$ cat src/isp_seq_consts.vh
`ifndef ISP_SEQ_CONSTS_VH
`define ISP_SEQ_CONSTS_VH

// instruction register
`define IR_W            5
`define IR_SAMPLE       5'h02
`define IR_ENABLE       5'h09
`define IR_ERASE        5'h0a
`define IR_PROGRAM      5'h0b
`define IR_VERIFY       5'h0c
`define IR_DISABLE      5'h10
`define IR_BYPASS       5'h1f

// data register geometry
`define ROW_W           16
`define ADDR_W          3
`define ROWS            8
`define ISR_W           19
`define BSR_W           8

// data register select codes
`define SEL_BYPASS      2'h0
`define SEL_ISR         2'h1
`define SEL_BSR         2'h2

// operation times and clock rate
`define CLK_MHZ         250
`define T_ERASE_MS      100
`define T_PROGRAM_MS    10
`define T_VERIFY_US     10
`define ERASE_CYC       (`T_ERASE_MS * 1000 * `CLK_MHZ)
`define PROGRAM_CYC     (`T_PROGRAM_MS * 1000 * `CLK_MHZ)
`define VERIFY_CYC      (`T_VERIFY_US * `CLK_MHZ)
`define OPCNT_W         25

`endif

$ cat src/isp_instruction_sequencer.v
// Contract
// - enable code enters ISP mode, selects ISR
// - programmer enables before erase, program, verify
// - erase code clears whole array
// - outputs take preloaded values during ISP
// - program code writes ISR to addressed row
// - disable code leaves ISP mode
// - disable code puts ISR between TDI/TDO
// - verify code copies addressed row into ISR
// - sample code selects boundary register, preload
// - TDI and TMS sampled on rising TCK
// - TDO changes on falling TCK, else tristate
`timescale 1ns/1ps
`default_nettype none
`include "isp_seq_consts.vh"

module isp_instruction_sequencer #(
	parameter [`OPCNT_W-1:0] ERASE_CYC   = `ERASE_CYC,    // erase duration in clk cycles
	parameter [`OPCNT_W-1:0] PROGRAM_CYC = `PROGRAM_CYC   // program duration in clk cycles
) (
	input  wire                 clk,
	input  wire                 nrst,
	input  wire                 tck,        // test clock pin
	input  wire                 tms,        // test mode select pin
	input  wire                 tdi,        // test data in pin
	output reg                  tdoOut,     // test data out value
	output reg                  tdoOeN,     // low while tdo is driven
	input  wire [`BSR_W-1:0]    coreOut,    // outputs from user logic
	output wire [`BSR_W-1:0]    pinOut,     // outputs reaching the pins
	output reg                  ispMode,    // device is in ISP mode
	output reg                  opBusy      // erase/program/verify running
);
	// tap controller states
	localparam [3:0] ST_TLR = 4'h0, ST_RTI = 4'h1, ST_SDRS = 4'h2, ST_CDR = 4'h3,
		ST_SDR = 4'h4, ST_E1DR = 4'h5, ST_PDR = 4'h6, ST_E2DR = 4'h7,
		ST_UDR = 4'h8, ST_SIRS = 4'h9, ST_CIR = 4'ha, ST_SIR = 4'hb,
		ST_E1IR = 4'hc, ST_PIR = 4'hd, ST_E2IR = 4'he, ST_UIR = 4'hf;
	// operation kinds
	localparam [1:0] OP_NONE = 2'h0, OP_ERASE = 2'h1, OP_PROG = 2'h2, OP_VER = 2'h3;
	localparam [`OPCNT_W-1:0] VERIFY_CYC = `VERIFY_CYC;  // short enough to stay fixed

	// data register chosen by an instruction; unknown codes fall to bypass
	function [1:0] drSel;
		input [`IR_W-1:0] code;
		begin
			case (code)
				`IR_ENABLE, `IR_ERASE, `IR_PROGRAM,
				`IR_VERIFY, `IR_DISABLE: drSel = `SEL_ISR;
				`IR_SAMPLE:              drSel = `SEL_BSR;
				default:                 drSel = `SEL_BYPASS;
			endcase
		end
	endfunction

	reg  [2:0]          tckSync_q;      // two sync flops plus edge history
	reg  [1:0]          tmsSync_q;      // tms synchroniser
	reg  [1:0]          tdiSync_q;      // tdi synchroniser
	reg  [3:0]          tap_q;          // tap state
	reg  [3:0]          tap_d;          // next tap state
	reg  [`IR_W-1:0]    irShift_q;      // instruction shift stage
	reg  [`IR_W-1:0]    ir_q;           // current instruction
	reg  [`ISR_W-1:0]   isr_q;          // ISP shift register: {row address, row data}
	reg  [`BSR_W-1:0]   bsr_q;          // boundary shift stage
	reg  [`BSR_W-1:0]   preload_q;      // latched boundary outputs
	reg                 bypass_q;       // one-bit bypass stage
	reg  [1:0]          op_q;           // running operation
	reg  [`OPCNT_W-1:0] opCnt_q;        // cycles left in the operation
	reg                 tdo_d;          // serial output candidate

	// edges seen on the second sync flop only
	wire tckRise = tckSync_q[1] & ~tckSync_q[2];
	wire tckFall = ~tckSync_q[1] & tckSync_q[2];
	wire tmsS    = tmsSync_q[1];
	wire tdiS    = tdiSync_q[1];
	wire [1:0] sel = drSel(ir_q);
	wire opDone  = (op_q != OP_NONE) && (opCnt_q == {`OPCNT_W{1'b0}});
	wire [`ROW_W-1:0] rowRd;             // addressed row from the array

	// preloaded values own the pins for the whole ISP session
	assign pinOut = ispMode ? preload_q : coreOut;

	// pin synchronisers
	always @(posedge clk or negedge nrst) begin
		if (!nrst) begin
			tckSync_q <= 3'h0;
			tmsSync_q <= 2'h3;
			tdiSync_q <= 2'h3;
		end else begin
			tckSync_q <= {tckSync_q[1:0], tck};
			tmsSync_q <= {tmsSync_q[0], tms};
			tdiSync_q <= {tdiSync_q[0], tdi};
		end
	end

	// tap next-state decode
	always @* begin
		case (tap_q)
			ST_TLR:  tap_d = tmsS ? ST_TLR  : ST_RTI;
			ST_RTI:  tap_d = tmsS ? ST_SDRS : ST_RTI;
			ST_SDRS: tap_d = tmsS ? ST_SIRS : ST_CDR;
			ST_CDR:  tap_d = tmsS ? ST_E1DR : ST_SDR;
			ST_SDR:  tap_d = tmsS ? ST_E1DR : ST_SDR;
			ST_E1DR: tap_d = tmsS ? ST_UDR  : ST_PDR;
			ST_PDR:  tap_d = tmsS ? ST_E2DR : ST_PDR;
			ST_E2DR: tap_d = tmsS ? ST_UDR  : ST_SDR;
			ST_UDR:  tap_d = tmsS ? ST_SDRS : ST_RTI;
			ST_SIRS: tap_d = tmsS ? ST_TLR  : ST_CIR;
			ST_CIR:  tap_d = tmsS ? ST_E1IR : ST_SIR;
			ST_SIR:  tap_d = tmsS ? ST_E1IR : ST_SIR;
			ST_E1IR: tap_d = tmsS ? ST_UIR  : ST_PIR;
			ST_PIR:  tap_d = tmsS ? ST_E2IR : ST_PIR;
			ST_E2IR: tap_d = tmsS ? ST_UIR  : ST_SIR;
			ST_UIR:  tap_d = tmsS ? ST_SDRS : ST_RTI;
			default: tap_d = ST_TLR;
		endcase
	end

	// tap state and instruction path, all on rising tck
	always @(posedge clk or negedge nrst) begin
		if (!nrst) begin
			tap_q     <= ST_TLR;
			irShift_q <= `IR_BYPASS;
			ir_q      <= `IR_BYPASS;
			ispMode   <= 1'b0;
		end else if (tckRise) begin
			tap_q <= tap_d;
			case (tap_q)
				ST_TLR:  ir_q      <= `IR_BYPASS;
				ST_CIR:  irShift_q <= {{(`IR_W-2){1'b0}}, 2'h1};   // fixed capture pattern
				ST_SIR:  irShift_q <= {tdiS, irShift_q[`IR_W-1:1]};
				ST_UIR: begin
					ir_q <= irShift_q;
					if (irShift_q == `IR_ENABLE) begin
						ispMode <= 1'b1;
					end else if (irShift_q == `IR_DISABLE) begin
						ispMode <= 1'b0;
					end
				end
				default: ;
			endcase
		end
	end

	// data registers; verify result lands in the ISR at the end of the pulse
	always @(posedge clk or negedge nrst) begin
		if (!nrst) begin
			isr_q     <= {`ISR_W{1'b0}};
			bsr_q     <= {`BSR_W{1'b0}};
			preload_q <= {`BSR_W{1'b0}};
			bypass_q  <= 1'b0;
		end else if (opDone && op_q == OP_VER) begin
			isr_q <= {isr_q[`ISR_W-1:`ROW_W], rowRd};
		end else if (tckRise) begin
			if (tap_q == ST_CDR) begin
				bypass_q <= 1'b0;
				// ISR keeps its contents so verified data can be read back
				if (sel == `SEL_BSR) begin
					bsr_q <= coreOut;
				end
			end else if (tap_q == ST_SDR && !opBusy) begin
				// shifting is frozen while an operation runs
				case (sel)
					`SEL_ISR: isr_q    <= {tdiS, isr_q[`ISR_W-1:1]};
					`SEL_BSR: bsr_q    <= {tdiS, bsr_q[`BSR_W-1:1]};
					default:  bypass_q <= tdiS;
				endcase
			end else if (tap_q == ST_UDR && sel == `SEL_BSR) begin
				preload_q <= bsr_q;
			end
		end
	end

	// operation launch on entry to run-test/idle from update-DR, timed by a down counter
	always @(posedge clk or negedge nrst) begin
		if (!nrst) begin
			op_q    <= OP_NONE;
			opCnt_q <= {`OPCNT_W{1'b0}};
			opBusy  <= 1'b0;
		end else if (opDone) begin
			op_q   <= OP_NONE;
			opBusy <= 1'b0;
		end else if (op_q != OP_NONE) begin
			opCnt_q <= opCnt_q - 1'b1;
		end else if (tckRise && tap_q == ST_UDR && tap_d == ST_RTI && ispMode) begin
			// only the three array codes start work, and only inside ISP mode
			case (ir_q)
				`IR_ERASE: begin
					op_q    <= OP_ERASE;
					opCnt_q <= ERASE_CYC - 1'b1;
					opBusy  <= 1'b1;
				end
				`IR_PROGRAM: begin
					op_q    <= OP_PROG;
					opCnt_q <= PROGRAM_CYC - 1'b1;
					opBusy  <= 1'b1;
				end
				`IR_VERIFY: begin
					op_q    <= OP_VER;
					opCnt_q <= VERIFY_CYC - 1'b1;
					opBusy  <= 1'b1;
				end
				default: ;
			endcase
		end
	end

	// serial output mux
	always @* begin
		case (tap_q)
			ST_SIR:  tdo_d = irShift_q[0];
			ST_SDR: begin
				case (sel)
					`SEL_ISR: tdo_d = isr_q[0];
					`SEL_BSR: tdo_d = bsr_q[0];
					default:  tdo_d = bypass_q;
				endcase
			end
			default: tdo_d = 1'b0;
		endcase
	end

	// tdo moves only on falling tck; released outside the shift states
	always @(posedge clk or negedge nrst) begin
		if (!nrst) begin
			tdoOut <= 1'b0;
			tdoOeN <= 1'b1;
		end else if (tckFall) begin
			tdoOut <= tdo_d;
			tdoOeN <= !(tap_q == ST_SIR || tap_q == ST_SDR);
		end
	end

	// array commits at the end of the pulse, as real cells would
	nv_row_array uArray (
		.clk      (clk),
		.nrst     (nrst),
		.eraseAll (opDone && op_q == OP_ERASE),
		.writeEn  (opDone && op_q == OP_PROG),
		.addr     (isr_q[`ISR_W-1:`ROW_W]),
		.wrData   (isr_q[`ROW_W-1:0]),
		.rdData   (rowRd)
	);
endmodule
`default_nettype wire

$ cat src/nv_row_array.v
`timescale 1ns/1ps
`default_nettype none
`include "isp_seq_consts.vh"

module nv_row_array (
	input  wire                 clk,
	input  wire                 nrst,
	input  wire                 eraseAll,   // clear every row
	input  wire                 writeEn,    // write one row
	input  wire [`ADDR_W-1:0]   addr,       // row index
	input  wire [`ROW_W-1:0]    wrData,     // row contents to write
	output reg  [`ROW_W-1:0]    rdData      // registered row contents
);
	wire [`ROW_W-1:0] rowQ [0:`ROWS-1];   // row storage outputs

	// one flip-flop row per address; erased state is all ones
	genvar i;
	generate
		for (i = 0; i < `ROWS; i = i + 1) begin : gRow
			reg [`ROW_W-1:0] cell_q;
			always @(posedge clk or negedge nrst) begin
				if (!nrst) begin
					cell_q <= {`ROW_W{1'b1}};
				end else if (eraseAll) begin
					cell_q <= {`ROW_W{1'b1}};
				end else if (writeEn && addr == i) begin
					cell_q <= wrData;
				end
			end
			assign rowQ[i] = cell_q;
		end
	endgenerate

	// read port registered so the data output comes from a flop
	always @(posedge clk or negedge nrst) begin
		if (!nrst) begin
			rdData <= {`ROW_W{1'b0}};
		end else begin
			rdData <= rowQ[addr];
		end
	end
endmodule
`default_nettype wire

$ cat config.mk
export PLATFORM = sky130hd
export DESIGN_NAME = isp_instruction_sequencer
export DESIGN_NICKNAME = d
export VERILOG_FILES = /design/src/isp_instruction_sequencer.v /design/src/nv_row_array.v
export VERILOG_INCLUDE_DIRS = /design/src /design/src/src
export SDC_FILE = /design/constraint.sdc
export NUM_CORES = 1
export LEC_CHECK = 0
export BUFFER_PORTS_ARGS = -buffer_cell sky130_fd_sc_hd__buf_2
export CAP_MARGIN = 5
export CORE_AREA = 3 3 226 140
export CTS_CLUSTER_DIAMETER = 30
export CTS_CLUSTER_SIZE = 30
export DETAILED_ROUTE_END_ITERATION = 6
export DIE_AREA = 0 0 229 143
export PLACE_DENSITY_LB_ADDON = 0.25
export REMOVE_ABC_BUFFERS = 1
export SLEW_MARGIN = 15
export SYNTH_ARGS = -nofsm -noshare
export SYNTH_HDL_FRONTEND = slang
export SYNTH_SLANG_ARGS = --single-unit
export TNS_END_PERCENT = 20
$ cat constraint.sdc
create_clock -name clk -period 5.2 [get_ports clk]
set_input_delay 0.52 -clock clk [delete_from_list [all_inputs] [get_ports clk]]
set_output_delay 0.52 -clock clk [all_outputs]
set_load 0.01 [all_outputs]
==> metrics.md <==
| Metric | Value |
|---|---|
| Status | finished, final reports clean |
| CTS H-tree lvls | 2 |
| Clk Latency, worst-skew pair | 0.53 ns |
| Share of layout cells above drive strength 1 | 31.77% |
| Worst EP arrival | 4.10 ns |
| Core area | 0.02967 mm² |
| Clock period minus worst slack | 3.658 ns |
| Worst-Margin Slew | 0.9845 ns |
| Area share of fa/ha/maj cells after synthesis | 0.3177% |
| CP max stage cell | nand3_4 |
| Final Hold Vio Count | 0 |
| ANT cells | 0 |
| Tcrit/Tclk final | 70.35% |
| Clk buf depth | 3 |
| Netlist Area Pre-Place | 0.01182 mm² |
| Hold_buf cts | 0 |
| Register share of total power | 40.7% |
| Post-Synth XOR/XNOR Area | 0.07412% |
| Switch Pwr | 1157 µW |
| Drt first pass iters | 5 |
| Avg Cell Area, Syn | 10.19 µm² |
| Cell Pwr Density | 354.6 mW/mm² |
| Total power | 4777 µW |
| Clock sinks | 232 |
| GP Congestion | 0.8303 |
| Crit end category | flop |
| CP required | 5.64 ns |
| Routed Antenna Nets | 0 |
| Std cell rows | 49 |
| CTS Buf Count | 38 |
| Peak VDD IR | 0.1793 mV |
| Clock Skews | 0.02949 ns |
| Setup TNS | 0 ns |
| Logic pwr share | 5.4% |
| TritonCTS clock tree | yes |
| Routed Wire Length | 32.80 mm |
| Main combinational cell family by area after synthesis | simple AND/OR/NAND/NOR gates |
| Clk pwr share | 53.9% |
| Critical path type | reg2reg |
| Leakage power | 0.005788 µW |
| Die width | 229 µm |
| Routing usage on met1 | 31.25% |
| Die Height | 143 µm |
| Net Sw Frac | 24.22% |
| Vias per Instance | 5.990 |
| Grt met2 use | 29.49% |
| Seq cells post-synth | 232 |
| Path category of the worst min-delay check | in2async |
| Routing usage on met3 | 4.446% |
| First-pass GRT wire length | 53.88 mm |
| FF+latch area | 0.005987 mm² |
| GRT Overall Usage | 20.49% |
| Maximum fanout along the worst path | 61 |
| Warning count from the yosys run | 0 |
| CTS root buffer | clkbuf_16 |
| Cells after Synth | 1160 |
| Post-CTS Setup Bufs | 0 |
| CP cell instances | inv_1 > ha_1 > or4b_1 > or4_4 > nor3_1 > nand3_4 > buf_4 > nand3_1 |
| Initial Util | 39.82% |
| HPWL after DPL | 18.25 mm |
| Post_cts resized | 0 |
| Dominant cells by area after synthesis | dfstp_2 32%, dfrtp_1 19%, nand3_1 12% |
| Die area | 0.03275 mm² |
| Post-synthesis mux area share | 12.31% |
| Critical Path Max Stage Delay | 0.65 ns |
| Yosys top cell area share | 31.80% |
| Yosys cell types | 65 |
| Post-synthesis sequential area ratio | 50.65% |
| Synthesis-to-finish area growth | 14.02% |
| Nets | 1142 |
| Post-Synth Simple-Gate Area | 18.64% |
| Area of the multi-input gates | 0.005309 mm² |
| Min Hold Slack | 0.01456 ns |
| I/O pin cnt | 25 |
| GRT overflow | 0 |
| WL per Instance | 20.98 µm |
| Int Pwr | 3620 µW |
| Number of synthesized flops with an enable pin | 0 |
| Port bufs | 24 |
| Complex-gate fraction of the synthesized area | 13.19% |
| Slew Limit Fails | 0 |
| DR vias | 9362 |
| DRT iter0 DRCs | 872 |
| Largest area contributor in the netlist | dfstp_2 |
| Fillers | 2788 |
| Max-slew headroom | 33.88% |
| Synth Flop Type | dfstp_2 |
| Vias in the first global route | 9252 |
| Maximum number of pins on one net before global-route repair | 91 |
| Antenna violations before repair | 0 |
| Max Cap Violations | 0 |
| Final setup fails | 0 |
| RSZ-0062 raised after global routing | no |
| Fmax | 0.2734 GHz |
| Async S/R FF share, synth | 100.0% |
| DRC violations left | 0 |
| CP Launch Type | flop |
| Clk slew on worst S/H paths | 0.05 ns |
| GR peak layer | met1 |
## cell type report
class | instances | area share [%]
Clock buffer | 49 | 7.968
Timing Repair Buffer | 49 | 2.359
Inverter | 12 | 0.3343
Tap cell | 408 | 3.789
Clock inverter | 20 | 1.709
Sequential cell | 232 | 44.44
Multi-Input combinational cell | 793 | 39.40
## final timing paths
| path | depth (start not counted) | slack (ns) | end | from |
|---|---|---|---|---|
| hold reg to reg | 0 | 0.35 | tckSync_q[1] | tckSync_q[0] |
| setup reg to reg | 8 | 1.54 | uArray.gRow[6].cell_q[14] | opCnt_q[0] |
| min in group clk | 1 | 0.10 | tmsSync_q[0] | tms |
| setup / recovery | 8 | 1.54 | uArray.gRow[6].cell_q[14] | opCnt_q[0] |
| max in group asynchronous | 2 | 3.97 | isr_q[9] | nrst |
| hold / removal | 1 | 0.01 | opCnt_q[11] | nrst |
## stage by stage
step           instance area [µm²]  utilization (%)  setup slack, ns  cells
6_report                     13470            45.40            1.542   1563
2_1_floorplan                11290                -           0.1211   1037
3_5_place_dp                 12170            41.01            1.565   1494
5_1_grt                      13470            45.40            1.358   1563
4_1_cts                      13470            45.40            1.561   1563
3_3_place_gp                 12170            41.01            1.615   1494
## kinds of logic after synthesis
group / count (synthesis)
compound gates: 267
xor+xnor: 1
fa+ha+maj: 3
buf+inv: 135
flops: 232
mux: 99
simple gates: 423
## Yosys cell counts (3+ instances only)
cell / instances
a22oi_1: 5
nor3_1: 13
dfrtp_1: 89
o21ai_1: 26
nor2b_1: 8
clkbuf_1: 93
a22o_1: 10
a31oi_1: 11
o21ai_0: 143
nand2_1: 43
o31ai_1: 8
a211oi_1: 4
o22a_1: 9
o22ai_1: 7
nand4_1: 4
mux2i_1: 16
nor4b_1: 3
buf_1: 20
nor2_1: 29
mux2_2: 51
and3_1: 4
a21oi_1: 21
nand2b_1: 4
mux4_2: 32
o2bb2ai_1: 3
inv_1: 12
or3_1: 4
buf_6: 8
ha_1: 3
nor4_1: 4
nand3b_1: 3
or4_1: 6
nand3_1: 273
dfstp_2: 143
or2_2: 7
## power by group through the flow
| stage | registers [µW] | clock network (µW) | logic [µW] |
|---|---|---|---|
| global route | 1960 | 2720 | 295 |
| CTS | 1940 | 2640 | 262 |
| floorplan | 1940 | 0 | 160 |
| detailed placement | 1970 | 0 | 260 |
| global placement | 1970 | 0 | 254 |
| finish | 1940 | 2570 | 258 |
## per-layer routing
layer  part of all wire, %  wire length, µm
met5                     0                0
met4                   1.6              538
met3                   6.8             2230
met2                    43            14020
met1                    49            16010
## critical path: cells and delay by family (launching register included)
kind,cells,cell delay [ns]
fa+ha+maj,1,0.19
flops,1,0.41
simple gates,5,2.32
buf+inv,2,0.60
## flip-flops by register name (all words and copies together), names as in the netlist, 2 cells and up
register,cells
tap_q,4
opCnt_q,25
irShift_q,5
uArray.rdData,16
tmsSync_q,2
tdiSync_q,2
preload_q,8
uArray.gRow.cell_q,128
tckSync_q,3
op_q,2
ir_q,5
bsr_q,8
isr_q,19
## cells in the final DEF (no fill, tap or decap), drive strengths merged, types with 7 or more instances in the layout
cell | Yosys | routed
nand3 | 273 | 273
o21ai | 169 | 169
dfstp | 143 | 143
dfrtp | 89 | 89
mux2 | 51 | 51
clkbuf | 93 | 49
buf | 30 | 49
nand2 | 43 | 43
mux4 | 32 | 32
nor2 | 30 | 30
a21oi | 21 | 21
mux2i | 16 | 16
inv | 12 | 16
nor3 | 13 | 13
a31oi | 11 | 11
a22o | 10 | 10
o22a | 9 | 9
nor2b | 8 | 8
o31ai | 8 | 8
or4 | 8 | 8
or2 | 7 | 7
o22ai | 7 | 7
clkinvlp | 0 | 7
nor4 | 7 | 7
Note: power is estimated with default switching activity, not from simulation.
